**config.mk**
```make
export PLATFORM = sky130hd
export DESIGN_NAME = rps_sequencer
export DESIGN_NICKNAME = d
export VERILOG_FILES = /design/src/rps_pkg.sv /design/src/rps_sync.sv /design/src/rps_sequencer.sv
export SDC_FILE = /design/constraint.sdc
export NUM_CORES = 1
export LEC_CHECK = 0
export BUFFER_PORTS_ARGS = -buffer_cell sky130_fd_sc_hd__buf_2
export CAP_MARGIN = 20
export CELL_PAD_IN_SITES_DETAIL_PLACEMENT = 1
export CELL_PAD_IN_SITES_GLOBAL_PLACEMENT = 2
export CORE_ASPECT_RATIO = 1.5
export CORE_UTILIZATION = 38
export DETAILED_ROUTE_END_ITERATION = 12
export GPL_ROUTABILITY_DRIVEN = 0
export MAX_ROUTING_LAYER = met4
export PLACE_DENSITY = 0.89
export SLEW_MARGIN = 20
export SYNTH_ARGS = -nofsm -noshare
export SYNTH_HDL_FRONTEND = slang
export SYNTH_SLANG_ARGS = --single-unit
```
**constraint.sdc**
```tcl
create_clock -name i_clk -period 3.55 [get_ports i_clk]
set_input_delay 0.1775 -clock i_clk [delete_from_list [all_inputs] [get_ports i_clk]]
set_output_delay 0.1775 -clock i_clk [all_outputs]
set_load 0.05 [all_outputs]
```
**src/rps_pkg.sv**
```systemverilog
/*
  Package for the reset pin sequencer: state encoding, timing counts and
  the packed carriers for the reset domain outputs.
  Assumes a single 10 MHz system clock.
*/
package rps_pkg;

  // ****************************************
  // Timing
  // ****************************************
  // Cycles the soft reset pin is driven low per drive phase.
  localparam int unsigned DRIVE_CYCLES = 6;
  localparam logic [2:0] DRIVE_LAST = 3'h5;
  // Last of the sense cycles after a drive phase; only this one sees the
  // released line through both synchroniser stages.
  localparam logic [2:0] SENSE_LAST = 3'h2;
  // Last count of the power-on style reset sequence; its outputs stay asserted 16 cycles after the pin release is seen.
  localparam logic [3:0] POR_HOLD_LAST = 4'hF;
  localparam logic [2:0] CNT_ZERO = 3'h0;
  localparam logic [3:0] POR_ZERO = 4'h0;
  localparam logic [1:0] SYNC_RESET = 2'h0;

  // ****************************************
  // Types
  // ****************************************
  // One-hot states of the soft reset pin loop.
  typedef enum logic [3:0] {
    RPS_SENSE = 4'h1,
    RPS_DRIVE = 4'h2,
    RPS_PULSE = 4'h4,
    RPS_IDLE  = 4'h8
  } rps_state_t;

  // Reset requests to the rest of the chip, all active high.
  typedef struct packed {
    logic core;
    logic regs;
    logic periph;
    logic debug;
    logic por_regs;
  } rps_resets_t;

  // Drive value and output enable of a two-way pin.
  typedef struct packed {
    logic out;
    logic oe;
  } rps_pin_drv_t;

endpackage : rps_pkg

```
**src/rps_sync.sv**
```systemverilog
/*
  Two flip-flop synchroniser for one pin level.
  Assumes the input is asynchronous to i_clk; reset value is the idle high level.
*/
`timescale 1ns/100ps
module rps_sync (
  // Clock and reset
  input wire logic i_clk,
  input wire logic i_nrst,
  // Pin level
  input wire logic i_d,
  // Synchronised level
  output logic o_q
);

  logic [1:0] sync_reg;

  // Shift the pin level through two stages; only the second one is read.
  always_ff @(posedge i_clk or negedge i_nrst) begin
    if (!i_nrst) begin
      sync_reg <= 2'h3;
    end else begin
      sync_reg <= {sync_reg[0], i_d};
    end
  end

  assign o_q = sync_reg[1];

endmodule : rps_sync

```
**src/rps_sequencer.sv**
```systemverilog
/*
  Reset pin sequencer: handles the hardware reset pin and the two-way
  soft reset pin, and produces the domain reset requests.
  Assumes both pins are asynchronous and pulled high externally, and that
  i_nrst is the chip power-on reset.
*/
`timescale 1ns/100ps
module rps_sequencer (
  // Clock and reset
  input wire logic i_clk,
  input wire logic i_nrst,
  // Reset pins
  input wire logic i_hw_reset_pin_n,
  input wire logic i_soft_reset_pin_n,
  output logic o_soft_reset_pin_n,
  output logic o_soft_reset_pin_oe,
  // Domain reset requests
  output rps_pkg::rps_resets_t o_resets,
  output logic o_rtc_reset,
  output logic o_start_exec
);

  // ****************************************
  // Synchronisers
  // ****************************************
  logic hw_n_sync;
  logic soft_n_sync;

  rps_sync u_sync_hw (
    .i_clk(i_clk),
    .i_nrst(i_nrst),
    .i_d(i_hw_reset_pin_n),
    .o_q(hw_n_sync)
  );

  rps_sync u_sync_soft (
    .i_clk(i_clk),
    .i_nrst(i_nrst),
    .i_d(i_soft_reset_pin_n),
    .o_q(soft_n_sync)
  );

  // ****************************************
  // Hardware reset sequence
  // ****************************************
  logic [3:0] por_cnt_reg;
  logic [3:0] por_cnt_next;
  logic hw_hold_reg;
  logic hw_active;
  logic por_running;

  // Pin low holds the count at zero; release lets the sequence run out.
  assign hw_active = !hw_n_sync;
  assign por_running = (por_cnt_reg != rps_pkg::POR_HOLD_LAST);
  assign por_cnt_next = hw_active ? rps_pkg::POR_ZERO :
                        (por_running ? por_cnt_reg + 4'h1 : por_cnt_reg);

  always_ff @(posedge i_clk or negedge i_nrst) begin
    if (!i_nrst) begin
      por_cnt_reg <= rps_pkg::POR_ZERO;
      hw_hold_reg <= 1'b1;
    end else begin
      por_cnt_reg <= por_cnt_next;
      hw_hold_reg <= hw_active || por_running;
    end
  end

  // ****************************************
  // Soft reset pin loop
  // ****************************************
  rps_pkg::rps_state_t state_reg;
  rps_pkg::rps_state_t state_next;
  logic [2:0] drv_cnt_reg;
  logic [2:0] drv_cnt_next;
  logic drive_done;
  logic sense_done;
  logic drv_cnt_run;
  logic loop_block;

  assign drive_done = (drv_cnt_reg == rps_pkg::DRIVE_LAST);
  // The line is judged only in the last sense cycle: in the first two the own drive is still in the
  // synchroniser, and judging it there would keep the loop running forever.
  assign sense_done = (drv_cnt_reg == rps_pkg::SENSE_LAST);
  // The loop is blocked from the first cycle the hardware pin is seen low, so no drive can start then.
  assign loop_block = hw_hold_reg || hw_active;

  always_comb begin
    state_next = state_reg;
    case (state_reg)
      rps_pkg::RPS_IDLE: begin
        if (!soft_n_sync) begin
          state_next = rps_pkg::RPS_DRIVE;
        end
      end
      rps_pkg::RPS_DRIVE: begin
        if (drive_done) begin
          state_next = rps_pkg::RPS_SENSE;
        end
      end
      rps_pkg::RPS_SENSE: begin
        if (sense_done) begin
          state_next = soft_n_sync ? rps_pkg::RPS_PULSE : rps_pkg::RPS_DRIVE;
        end
      end
      rps_pkg::RPS_PULSE: begin
        state_next = rps_pkg::RPS_IDLE;
      end
      default: begin
        state_next = rps_pkg::RPS_IDLE;
      end
    endcase
  end

  // six drive cycles
  // The same counter times each drive phase and the sense wait after it.
  assign drv_cnt_run = (state_reg == rps_pkg::RPS_DRIVE && !drive_done) ||
                       (state_reg == rps_pkg::RPS_SENSE && !sense_done);
  assign drv_cnt_next = drv_cnt_run ? drv_cnt_reg + 3'h1 : rps_pkg::CNT_ZERO;

  // Hardware reset, from the first cycle its pin is seen low, keeps the loop idle.
  always_ff @(posedge i_clk or negedge i_nrst) begin
    if (!i_nrst) begin
      state_reg <= rps_pkg::RPS_IDLE;
      drv_cnt_reg <= rps_pkg::CNT_ZERO;
    end else if (loop_block) begin
      state_reg <= rps_pkg::RPS_IDLE;
      drv_cnt_reg <= rps_pkg::CNT_ZERO;
    end else begin
      state_reg <= state_next;
      drv_cnt_reg <= drv_cnt_next;
    end
  end

  // ****************************************
  // Outputs
  // ****************************************
  logic soft_hold;
  logic pin_oe_reg;

  assign soft_hold = (state_reg != rps_pkg::RPS_IDLE);

  // Pin enable follows the drive state, registered so it matches the counter.
  always_ff @(posedge i_clk or negedge i_nrst) begin
    if (!i_nrst) begin
      pin_oe_reg <= 1'b0;
    end else begin
      pin_oe_reg <= !loop_block && (state_next == rps_pkg::RPS_DRIVE);
    end
  end

  assign o_soft_reset_pin_oe = pin_oe_reg;
  assign o_soft_reset_pin_n = 1'b0; // Only ever drives low.

  assign o_resets.core = hw_hold_reg || soft_hold;
  assign o_resets.regs = hw_hold_reg || soft_hold;
  assign o_resets.periph = hw_hold_reg || soft_hold;
  assign o_resets.debug = hw_hold_reg;
  assign o_resets.por_regs = hw_hold_reg;
  assign o_rtc_reset = 1'b0; // RTC is never reset by these pins.
  assign o_start_exec = !hw_hold_reg && !soft_hold;

  // ****************************************
  // Assertions
  // ****************************************
  a_drive_six_cycles: assert property (@(posedge i_clk) disable iff (!i_nrst)
    $rose(o_soft_reset_pin_oe) && !hw_hold_reg |-> o_soft_reset_pin_oe[*6] ##1
      (!o_soft_reset_pin_oe || hw_hold_reg))
    else $error("Drive phase not six cycles");

  a_low_starts_drive: assert property (@(posedge i_clk) disable iff (!i_nrst)
    state_reg == rps_pkg::RPS_IDLE && !loop_block && !soft_n_sync |=> o_soft_reset_pin_oe)
    else $error("Low pin not answered by drive");

  a_sense_between: assert property (@(posedge i_clk) disable iff (!i_nrst)
    $fell(o_soft_reset_pin_oe) && !hw_hold_reg |-> state_reg == rps_pkg::RPS_SENSE)
    else $error("Drive phase not followed by sense");

  a_sense_wait: assert property (@(posedge i_clk) disable iff (!i_nrst)
    $fell(o_soft_reset_pin_oe) |-> !o_soft_reset_pin_oe[*3])
    else $error("Sense wait shorter than three cycles");

  a_high_ends_loop: assert property (@(posedge i_clk) disable iff (!i_nrst)
    state_reg == rps_pkg::RPS_SENSE && sense_done && soft_n_sync && !hw_hold_reg |=> ##1 !o_resets.core)
    else $error("High sense did not end soft reset");

  a_soft_hold_core: assert property (@(posedge i_clk) disable iff (!i_nrst)
    soft_hold |-> o_resets.core && o_resets.regs && o_resets.periph)
    else $error("Soft reset not held");

  a_soft_spares_debug: assert property (@(posedge i_clk) disable iff (!i_nrst)
    !hw_hold_reg |-> !o_resets.debug && !o_resets.por_regs && !o_rtc_reset)
    else $error("Soft reset touched debug or POR logic");

  a_hw_holds_reset: assert property (@(posedge i_clk) disable iff (!i_nrst)
    hw_active |=> o_resets.por_regs && o_resets.debug && !o_start_exec)
    else $error("Hardware reset not held");

  a_release_resets: assert property (@(posedge i_clk) disable iff (!i_nrst)
    state_reg == rps_pkg::RPS_PULSE |-> o_resets.core && !o_start_exec)
    else $error("Release did not reset core");

  c_one_drive: cover property (@(posedge i_clk) disable iff (!i_nrst)
    state_reg == rps_pkg::RPS_SENSE ##1 state_reg == rps_pkg::RPS_PULSE);
  c_two_drives: cover property (@(posedge i_clk) disable iff (!i_nrst)
    state_reg == rps_pkg::RPS_SENSE ##1 state_reg == rps_pkg::RPS_DRIVE);
  c_hw_release: cover property (@(posedge i_clk) disable iff (!i_nrst) $fell(hw_hold_reg));
  c_hw_assert: cover property (@(posedge i_clk) disable iff (!i_nrst) $rose(hw_hold_reg));

endmodule : rps_sequencer

```
### Word level (Yosys, flattened, before mapping)

Cells that the tools add are included.

| word-level totals | value |
|---|---|
| RAM bits | 0 |
| latch bits | 0 |
| word-level logic and storage cells | 42 |
| output and inout bits | 9 |
| input bits | 4 |
| ROM bits | 0 |
| memories kept | 0 |
| bits in registers | 17 |

| operators by class | value |
|---|---|
| shifts and indexed selects | 0 |
| bitwise logic cells | 0 |
| div/mod/pow operators | 0 |
| reduce and logical (&&, ||, !) cells | 14 |
| order comparisons | 0 |
| muxes and demuxes | 10 |
| $add $sub $neg | 2 |
| multiply operators | 0 |
| equal/unequal tests | 9 |

Operators with widths:

| cell | number |
|---|---|
| two-way mux 4 bit | 6 |
| case mux 4 bit (3 select lines) | 1 |
| two-way mux 3 bit | 3 |
| equality test 4 x 2 -> 1 bit (second input constant) | 2 |
| != test 4 bit (second input constant) | 2 |
| logical NOT 1 bit | 6 |
| adder 4 x 1 -> 4 bit (second input constant) | 1 |
| equality test 4 x 1 -> 1 bit (second input constant) | 1 |
| equality test 4 bit (second input constant) | 1 |
| logical AND 1 bit | 4 |
| logical OR 1 bit | 4 |
| adder 3 x 1 -> 3 bit (second input constant) | 1 |
| equality test 3 x 2 -> 1 bit (second input constant) | 1 |
| equality test 3 bit (second input constant) | 1 |
| != test 2 bit (second input constant) | 1 |

### Depth between registers and ports, before layout

Gate-level depths: netlist (run 1).

| depth | value |
|---|---|
| depth in word-level cells | 6 |
| mapped depth | 5 |
| gate-level depth less buffers | 5 |

### Cells and area by module

Synthesis (run 1) repeated with hierarchy kept, for this count alone.

| second synthesis, totals | value |
|---|---|
| cell total of the unflattened synthesis | 69 |
| area, all modules | 840.8 um^2 |

By module, submodules not included:

| module | seq. area each (um^2) | cells an instance | instances | area an instance (um^2) |
|---|---|---|---|---|
| rps_sequencer | 327.8 | 65 | 1 | 735.7 |
| rps_sync | 52.6 | 2 | 2 | 52.6 |

### Worst setup path before layout (run 1)

Ideal clock, no wire load.

| timing | value |
|---|---|
| kind | register -> output |
| start | reg state_reg[3] |
| end | out o_start_exec |
| required time | 3.372 ns |
| buffers on the path | 0 |
| arrival time | 1.770 ns |
| slack | 1.603 ns |
| cell stages (with the launch flop) | 4 |
| cell sequence | dfstp_2 nor4b_2 nand2b_1 inv_1 |

| between the ends | value |
|---|---|
| word-level cells in the longest chain between the ends | 3 |

RTL lines:

| element | RTL line | source |
|---|---|---|
| from (decl) | rps_sequencer.sv:71 | `rps_pkg::rps_state_t state_reg;` |
| from (signal assigned) | rps_sequencer.sv:123 | `state_reg <= rps_pkg::RPS_IDLE;` |
| from (signal assigned) | rps_sequencer.sv:126 | `state_reg <= rps_pkg::RPS_IDLE;` |
| from (signal assigned) | rps_sequencer.sv:129 | `state_reg <= state_next;` |
| != test 4 bit | rps_sequencer.sv:140 | `assign soft_hold = (state_reg != rps_pkg::RPS_IDLE);` |
| logical NOT 1 bit | rps_sequencer.sv:160 | `assign o_start_exec = !hw_hold_reg && !soft_hold;` |
| logical AND 1 bit | rps_sequencer.sv:160 |  |
| to (decl) | rps_sequencer.sv:20 | `output logic o_start_exec` |

No other way between the ends.

### Worst setup path in the final report (run 1)

Ends and elaborated chain as after synthesis.

==> summary.txt, run 1 <==
Run status - completed
DRT antenna net count - 0
Clock sink total - 17
Post-Syn Area - 849.6 sq um
Worst Skew - 0.005825 ns
VDD IR-drop max - 0.2062 mV
Initial core utilization - 40.90%
First-pass GRT wire length - 2.511 mm
Core Util, Final - 45.36%
CORE AREA - 0.002077 sq mm
Fillers - 233
Synth Area in Compound Gates - 10.75%
Post-Synth XOR/XNOR Area - 3.093%
Clock transition at path regs - 0.10 ns
Cell accounting for the most synthesized area - dfrtp_1
Commonest non-fill, non-tap cells in the layout - dfrtp_1 (11), buf_2 (10), inv_1 (7)
Cell area power density - 347.6 mW/mm^2
Largest cells by area after synthesis - dfrtp_1 (32%), dfstp_2 (19%), ha_1 (5.9%)
CP Capture Type - output pin
Total Neg Setup Slack - 0 ns
Post-Synth Adder-Cell Area - 5.891%
I/O pin count - 13
Hold Slack - 0.3224 ns
Critical path arrival - 1.70 ns
Total of max-cap violations - 0
Crit-path max FO - 5
CTS Buffer Depth - 2
Gr ovfl total - 0
Final slew viol count - 0
Die width - 40.61 um
Overall power - 0.3275 mW
Leak Pwr - 0.3917 nW
Root Driver - clkbuf_4
Synth Warn # - 0
Drt pass-1 iters - 2
Final Hold Viols - 0
H-tree levels - 1
Final worst path period need - 1.882 ns
Endpoints failing setup - 0
Std-Cell Rows - 20
Setup repair bufs after CTS - 0
Main combinational cell family by area after synthesis - simple AND/OR/NAND/NOR gates
Number of synthesized register bits - 17
Unique masters post-synth - 29
Remaining DRCs - 0
Mapped Avg Cell Area - 11.80 sq um
Nets - 93
CTS tree - built
Largest net degree at the start of global routing - 18
Initial DRC count - 10
RSZ-0062 raised after global routing - no
Share of cells above drive strength 1 - 30.95%
Area grow syn2layout - 10.90%
Post-Synthesis Cells - 72
DR WL/cell - 13.58 um
Critical path launch point type - flop
WL final - 1.440 mm
Clock latency on the worst-skew pair - 0.29 ns
Cells on worst reg2reg path - 3
Antenna diodes - 0
Vias in the first global route - 599
DR vias/cell - 5.208
Simple-gate share of the synthesized area - 19.29%
Post-synthesis sequential area ratio - 50.96%
Initial antenna violation count - 0
PortBufs - 10
Tot GR Track Use - 15.80%
Multiplexer share of the synthesized area - 1.178%
Worst Path Class, Setup - flop to output pin
Die height - 59.91 um
Fin crit share - 53.01%
Crit path required time - 3.37 ns
Inserted Clock Buffers - 3
Fmax - 531.4 MHz
Synth top area share - 32.40%
Commonest non-fill, non-tap cell in the layout - dfrtp_1
Worst min path class - input pin to async pin
Vias - 552
Die Area - 0.002433 sq mm
cells by family after synthesis:
group	count (synthesis)
mux	1
other cells	1
flops	17
xor+xnor	3
simple gates	21
compound gates	12
buf+inv	13
fa+ha+maj	4
critical path, stage by stage (launching register included):
cell,delay [ns]
dfstp_2,0.62
nor4b_2,0.33
nand2b_1,0.15
inv_1,0.07
buf_2,0.25
power breakdown:
group	switching, mW	leakage [nW]	internal (mW)
Combinational	0.0127	0.162	0.00705
Sequential	0.00450	0.214	0.201
Clock	0.0589	0.0150	0.0437
what timing repair did:
item,4_1_cts,5_1_grt
hold buffers,3,0
resized for setup,0,0
endpoints found under the hold margin,13,0
area by class of cell:
class,count,area (sq um),area share [%]
Sequential cell,17,432.9,45.95
Multi-Input combinational cell,43,349.1,37.05
Timing Repair Buffer,13,80.08,8.499
Tap cell,22,27.53,2.922
Clock buffer,4,26.28,2.789
Inverter,7,26.28,2.789
metal layers:
layer  GRT usage, %  share of wire [%]  vias up
met5              -                  0        -
met4          8.571                1.7        0
met3          3.346                2.4        4
met2          24.04                 52       14
met1          18.72                 44      268
li1               -                  -      266
final timing paths:
kind	slack [ns]	to	startpoint
max	1.67	o_start_exec	state_reg[3]
min	0.32	por_cnt_reg[0]	i_nrst
max reg2reg	2.20	o_soft_reset_pin_oe	state_reg[1]
min reg2reg	0.36	u_sync_soft.sync_reg[1]	u_sync_soft.sync_reg[0]
max in group asynchronous	2.91	state_reg[3]	i_nrst
min in group i_clk	0.36	u_sync_soft.sync_reg[1]	u_sync_soft.sync_reg[0]
metrics by stage:
step | instance area (sq um) | std cells | setup WS [ns]
floorplan | 853.3 | 73 | 1.603
global placement | 885.9 | 99 | 2.005
detailed placement | 885.9 | 99 | 1.969
CTS | 942.2 | 106 | 1.636
global route | 942.2 | 106 | 1.507
finish | 942.2 | 106 | 1.668
synthesized netlist by cell type, drive strengths merged:
| library cell | number |
|---|---|
| xor2 | 1 |
| nor2 | 3 |
| nor4b | 3 |
| mux2i | 1 |
| nand2b | 3 |
| buf | 6 |
| a21oi | 2 |
| nand3 | 2 |
| o211ai | 2 |
| a31oi | 1 |
| a211oi | 1 |
| dfrtp | 11 |
| a32oi | 1 |
| conb | 1 |
| ha | 4 |
| a22oi | 2 |
| nand2 | 1 |
| nand3b | 1 |
| o21ai | 2 |
| nor3b | 1 |
| nor2b | 1 |
| inv | 7 |
| xnor2 | 2 |
| nor3 | 5 |
| dfstp | 6 |
| nand4 | 1 |
| a21o | 1 |
(Power assumes the default switching activity.)
==> run 2, diff against run 1 <==
- CORE_UTILIZATION: 38 -> 35
- PLACE_DENSITY: 0.89 -> 0.84
- clock period: 3.55 -> 1.9 ns (I/O delays scaled with it)
==> run 2 against run 1 <==
Compared with the run above:
- sequential power up 87%
- worst setup slack worse by 1.5 ns
- via count down 2.5%
- sequential cell count unchanged
- routed wire length down 5.7%
- sequential share of layout area down 0.54 points
==> summary.txt, run 2 (same netlist as run 1, synthesis figures left out) <==
PortBufs - 10 (unchanged)
RSZ-0062 raised after global routing - no (unchanged)
Vias - 538 (was 552)
Vias in the first global route - 544 (was 599)
Initial antenna violation count - 0 (unchanged)
Clock sink total - 17 (unchanged)
Die Area - 0.002632 sq mm (was 0.002433 sq mm)
CORE AREA - 0.002260 sq mm (was 0.002077 sq mm)
DRT antenna net count - 0 (unchanged)
Slowest CP cell - dfstp_2 (unchanged)
CTS Buffer Depth - 2 (unchanged)
Std-Cell Rows - 21 (was 20)
Fillers - 255 (was 233)
CP cell instances - nor4b_4 -> nand2b_1 -> inv_1 -> buf_2 (was nor4b_2 -> nand2b_1 -> inv_1 -> buf_2)
Antenna diodes - 0 (unchanged)
Total of max-cap violations - 0 (unchanged)
Worst Skew - 0.001734 ns (was 0.005825 ns)
Cell area power density - 640.4 mW/mm^2 (was 347.6 mW/mm^2)
Clock latency on the worst-skew pair - 0.29 ns (about the same)
Sequential cell area - 432.9 sq um (unchanged)
DR WL/cell - 12.69 um (was 13.58 um)
First-pass GRT wire length - 2.442 mm (was 2.511 mm)
Area grow syn2layout - 12.22% (was 10.90%)
Endpoints failing setup - 0 (unchanged)
Worst min path class - input pin to async pin (unchanged)
Hpwl dp - 1.084 mm
Die height - 62.34 um (was 59.91 um)
Final worst path period need - 1.744 ns
Fin crit share - 91.77%
Fmax - 573.5 MHz
Final Hold Viols - 0 (unchanged)
Leak Pwr - 0.4074 nW (was 0.3917 nW)
Initial DRC count - 4 (was 10)
Finished Layout Cells - 107 (was 106)
VDD IR-drop max - 0.4547 mV (was 0.2062 mV)
H-tree levels - 1 (unchanged)
Critical path arrival - 1.65 ns (was 1.70 ns)
Nets - 93 (unchanged)
Tot GR Track Use - 12.39% (was 15.80%)
Max incr delay on CP - 0.62 ns (about the same)
CP Capture Type - output pin (unchanged)
Total Neg Setup Slack - 0 ns (unchanged)
Clock transition at path regs - 0.10 ns (about the same)
Setup repair bufs after CTS - 0 (unchanged)
Crit path required time - 1.80 ns (was 3.37 ns)
Inserted Clock Buffers - 3 (unchanged)
WL final - 1.358 mm (was 1.440 mm)
Final slew viol count - 0 (unchanged)
Critical path launch point type - flop (unchanged)
Commonest non-fill, non-tap cells in the layout - dfrtp_1 (11), buf_2 (10), inv_1 (7) (unchanged)
Post-Place Cells - 100 (was 99)
Largest net degree at the start of global routing - 18 (unchanged)
DR vias/cell - 5.028 (was 5.208)
Commonest non-fill, non-tap cell in the layout - dfrtp_1 (unchanged)
Die width - 42.23 um (was 40.61 um)
Initial core utilization - 37.60% (was 40.90%)
Run status - completed (unchanged)
Remaining DRCs - 0 (unchanged)
Gr ovfl total - 0 (unchanged)
Multi-input logic area - 357.8 sq um (was 349.1 sq um)
Root Driver - clkbuf_4 (unchanged)
I/O pin count - 13 (unchanged)
Crit-path max FO - 5 (unchanged)
Worst Path Class, Setup - flop to output pin (unchanged)
Drt pass-1 iters - 2 (unchanged)
CTS tree - built (unchanged)
Share of cells above drive strength 1 - 32.14% (was 30.95%)
[run 2: cell types whose count changed in the layout (fill, tap and decap cells not counted), sizes merged]
| cell | change |
|---|---|
| clkbuf | -1 |
| clkinv | +1 |
[run 2: cell type report]
cell class	count	area share [%]
clock buffers	3	2.362
well taps	23	3.018
flip-flops and latches	17	45.41
inverters	7	2.756
repair buffers	13	8.399
multi-input cells	43	37.53
clock inverters	1	0.5249
[run 2: final timing paths]
check	slack, ns	to	depth (start not counted)	start
min reg2reg	0.36	u_sync_hw.sync_reg[1]	0	u_sync_hw.sync_reg[0]
max reg2reg	0.59	o_soft_reset_pin_oe	3	state_reg[1]
min	0.24	state_reg[1]	2	i_nrst
max in group asynchronous	1.35	u_sync_soft.sync_reg[0]	2	i_nrst
max	0.16	o_start_exec	4	state_reg[3]
min in group i_clk	0.36	u_sync_hw.sync_reg[1]	0	u_sync_hw.sync_reg[0]
[run 2: worst max-delay path: cells and delay by family, from the launching register on]
family / cells / cell delay, ns
DFF: 1 / 0.62
and+or+nand+nor: 2 / 0.43
buffers and inverters: 2 / 0.31
[run 2: layer usage]
metal / track usage, % / vias to the layer above / routed length [um]
met1: 14.98 / 257 / 605
met5: - / - / 0
met3: 1.744 / 4 / 37
met2: 20.00 / 12 / 685
li1: - / 265 / -
met4: 5.859 / 0 / 29
[run 2: what timing repair did]
item / in CTS / in global routing
resized for setup: 0 / 1
endpoints found under the hold margin: 13 / 0
hold buffers: 3 / 0
endpoints found under the setup margin: 0 / 1
[run 2: where the power goes]
part           total, mW  switching (mW)  internal, mW
Sequential         0.383         0.00795         0.375
Combinational     0.0363          0.0232        0.0130
Clock              0.192           0.113        0.0782
Total              0.611           0.144         0.466
[run 2: per-stage QoR]
step                      hold slack, ns  total power [mW]  instance area, sq um  setup slack [ns]  util [%]
after global routing              0.2642            0.6411                 953.4           0.02837     42.19
final                             0.2416            0.6105                 953.4            0.1563     42.19
after CTS                         0.2438            0.6254                 944.7           0.05256     41.81
after detailed placement         0.03700            0.4225                 887.1            0.3857     39.26
after floorplan                  -0.2006            0.4108                 853.3           0.03510         -
after global placement           0.02896            0.4199                 887.1            0.4215     39.26
==> run 3, diff against run 2 <==
- BUFFER_PORTS_ARGS: -buffer_cell sky130_fd_sc_hd__buf_2 -> not set
- CORE_MARGIN: not set -> 2
- CORE_UTILIZATION: 35 -> 39
- DONT_BUFFER_PORTS: not set -> 1
- PLACE_DENSITY: 0.84 -> 0.83
==> run 3 against run 2 <==
Compared with the run above:
- non-clock buffer count decreased by 7
- core utilization up 2.5 points
- sequential cell count is the same
- register-to-register slack worse by 0.07 ns
- first-iteration DRC count decreased by 25%
- sequential power is essentially flat
- maximum frequency is 2.0% lower
- clock skew is 0.00080 ns lower
- via count fell by 1.1%
==> summary.txt, run 3 (same netlist as run 1, synthesis figures left out) <==
Run status - completed (unchanged)
Clock sink total - 17 (unchanged)
Worst Tran Pin Value - 0.7550 ns
Drt pass-1 iters - 4 (was 2)
CTS tree - built (unchanged)
DRT antenna net count - 0 (unchanged)
Total of max-cap violations - 0 (unchanged)
Die width - 42.11 um (was 42.23 um)
Comb pwr share - 5.6% (was 5.9%)
Inserted Clock Buffers - 3 (unchanged)
Area grow syn2layout - 7.953% (was 12.22%)
Final worst path period need - 1.780 ns (was 1.744 ns)
VDD IR-drop max - 0.3389 mV (was 0.4547 mV)
Net switching fraction of the power - 22.47% (was 23.66%)
Antenna diodes - 0 (unchanged)
Largest net degree at the start of global routing - 18 (unchanged)
Sequential fraction of design power - 63.4% (was 62.7%)
Worst Path Class, Setup - flop to output pin (unchanged)
Fmax - 561.8 MHz (was 573.5 MHz)
Total Neg Setup Slack - 0 ns (unchanged)
Root Driver - clkbuf_4 (unchanged)
Initial antenna violation count - 0 (unchanged)
Crit-path max FO - 5 (unchanged)
Die Area - 0.002575 sq mm (was 0.002632 sq mm)
Endpoints failing setup - 0 (unchanged)
CTS Buffer Depth - 2 (unchanged)
Cells on worst reg2reg path - 3 (unchanged)
Max incr delay on CP - 0.62 ns (about the same)
PortBufs - 0 (was 10)
Commonest non-fill, non-tap cells in the layout - dfrtp_1 (11), inv_1 (7), dfstp_2 (6) (was dfrtp_1 (11), buf_2 (10), inv_1 (7))
Die height - 61.16 um (was 62.34 um)
Clock power frac - 30.9% (was 31.4%)
Sw Pwr - 0.1354 mW (was 0.1445 mW)
Reg-to-reg startpoint - state_reg[3] (was state_reg[1])
First-pass GRT wire length - 2.463 mm (was 2.442 mm)
Fillers - 232 (was 255)
DR vias/cell - 5.374 (was 5.028)
RSZ-0062 raised after global routing - no (unchanged)
Initial DRC count - 3 (was 4)
Share of cells above drive strength 1 - 25.97% (was 32.14%)
Overall power - 0.6025 mW (was 0.6105 mW)
Worst Skew - 0.0009384 ns (was 0.001734 ns)
Vias - 532 (was 538)
Leak Pwr - 0.3714 nW (was 0.4074 nW)
Tot GR Track Use - 13.23% (was 12.39%)
Hpwl dp - 1.068 mm (was 1.084 mm)
Commonest non-fill, non-tap cell in the layout - dfrtp_1 (unchanged)
WL final - 1.372 mm (was 1.358 mm)
CP Capture Type - output pin (unchanged)
Multi-input logic area - 351.6 sq um (was 357.8 sq um)
Cell area power density - 656.9 mW/mm^2 (was 640.4 mW/mm^2)
Slowest CP cell - dfstp_2 (unchanged)
Clock transition at path regs - 0.09 ns (was 0.10 ns)
CORE AREA - 0.002052 sq mm (was 0.002260 sq mm)
Critical path launch point type - flop (unchanged)
Rel. slew slack - 49.50%
DR WL/cell - 13.86 um (was 12.69 um)
CP cell instances - nor4b_2 -> nand2b_2 -> buf_4 (was nor4b_4 -> nand2b_1 -> inv_1 -> buf_2)
Crit path required time - 1.80 ns (about the same)
Clock latency on the worst-skew pair - 0.28 ns (was 0.29 ns)
Post-DP Area - 860.8 sq um (was 887.1 sq um)
Critical path arrival - 1.69 ns (was 1.65 ns)
Remaining DRCs - 0 (unchanged)
Nets - 86 (was 93)
Initial core utilization - 41.40% (was 37.60%)
Fin crit share - 93.69% (was 91.77%)
Pint - 0.4671 mW (was 0.4661 mW)
H-tree levels - 1 (unchanged)
Final Instance Area - 917.1 sq um (was 953.4 sq um)
Gr ovfl total - 0 (unchanged)
Std-Cell Rows - 20 (was 21)
Worst R2R Setup Slack - 0.52 ns (was 0.59 ns)
Vias in the first global route - 576 (was 544)
Final Hold Viols - 0 (unchanged)
Worst min path class - input pin to async pin (unchanged)
Sequential cell area - 432.9 sq um (unchanged)
Final slew viol count - 0 (unchanged)
R2r endpoint - state_reg[1] (was o_soft_reset_pin_oe)
I/O pin count - 13 (unchanged)
## run 3: final cells by class
type	count	share of cell area [%]
Sequential cell	17	47.20
Timing Repair Buffer	6	5.730
Tap cell	22	3.001
Multi-Input combinational cell	43	38.34
Clock buffer	4	2.865
Inverter	7	2.865
## run 3: critical path: cells and delay by family (launching register included)
| kind | cells | cell delay (ns) |
|---|---|---|
| flip-flops | 1 | 0.62 |
| AND/OR/NAND/NOR | 2 | 0.50 |
| buffers and inverters | 1 | 0.29 |
## run 3: metal layers
layer  share of wire [%]  global-route usage, %  vias to the layer above
li1                    -                      -                      253
met4                0.87                  6.696                        0
met3                 3.4                  2.639                        2
met2                  55                  23.66                       13
met1                  40                  13.99                      264
met5                   0                      -                        -
## run 3: through the flow
stage / setup WS, ns / util (%) / hold WS (ns) / std cells
floorplan: 0.03510 / - / -0.2006 / 73
global placement: 0.4679 / 41.95 / -0.2001 / 92
detailed placement: 0.4377 / 41.95 / -0.2002 / 92
CTS: 0.1066 / 44.70 / 0.3323 / 99
global route: 0.009649 / 44.70 / 0.3383 / 99
finish: 0.1199 / 44.70 / 0.3191 / 99
## run 3: how the worst max path moves through the flow
stage / slack [ns] / to / depth (start not counted) / from
detailed placement: 0.44 / o_resets[3] / 3 / state_reg[3]
global route: 0.01 / o_resets[2] / 3 / state_reg[3]
CTS: 0.11 / o_resets[3] / 3 / state_reg[3]
global placement: 0.47 / o_resets[2] / 3 / state_reg[3]
floorplan: 0.04 / o_start_exec / 3 / state_reg[3]
finish: 0.12 / o_resets[3] / 3 / state_reg[3]
## run 3: what timing repair did
action                                 in CTS  in global routing
buffers inserted                            0                  0
hold buffers                                3                  0
resized for setup                           0                  0
endpoints found under the hold margin      19                  0
## run 3: power by group through the flow
stage / logic [mW] / registers (mW) / clock network [mW]
3_3_place_gp: 0.0218 / 0.389 / 0
4_1_cts: 0.0347 / 0.382 / 0.200
5_1_grt: 0.0379 / 0.384 / 0.210
3_5_place_dp: 0.0227 / 0.389 / 0
6_report: 0.0340 / 0.382 / 0.186
2_1_floorplan: 0.0237 / 0.387 / 0
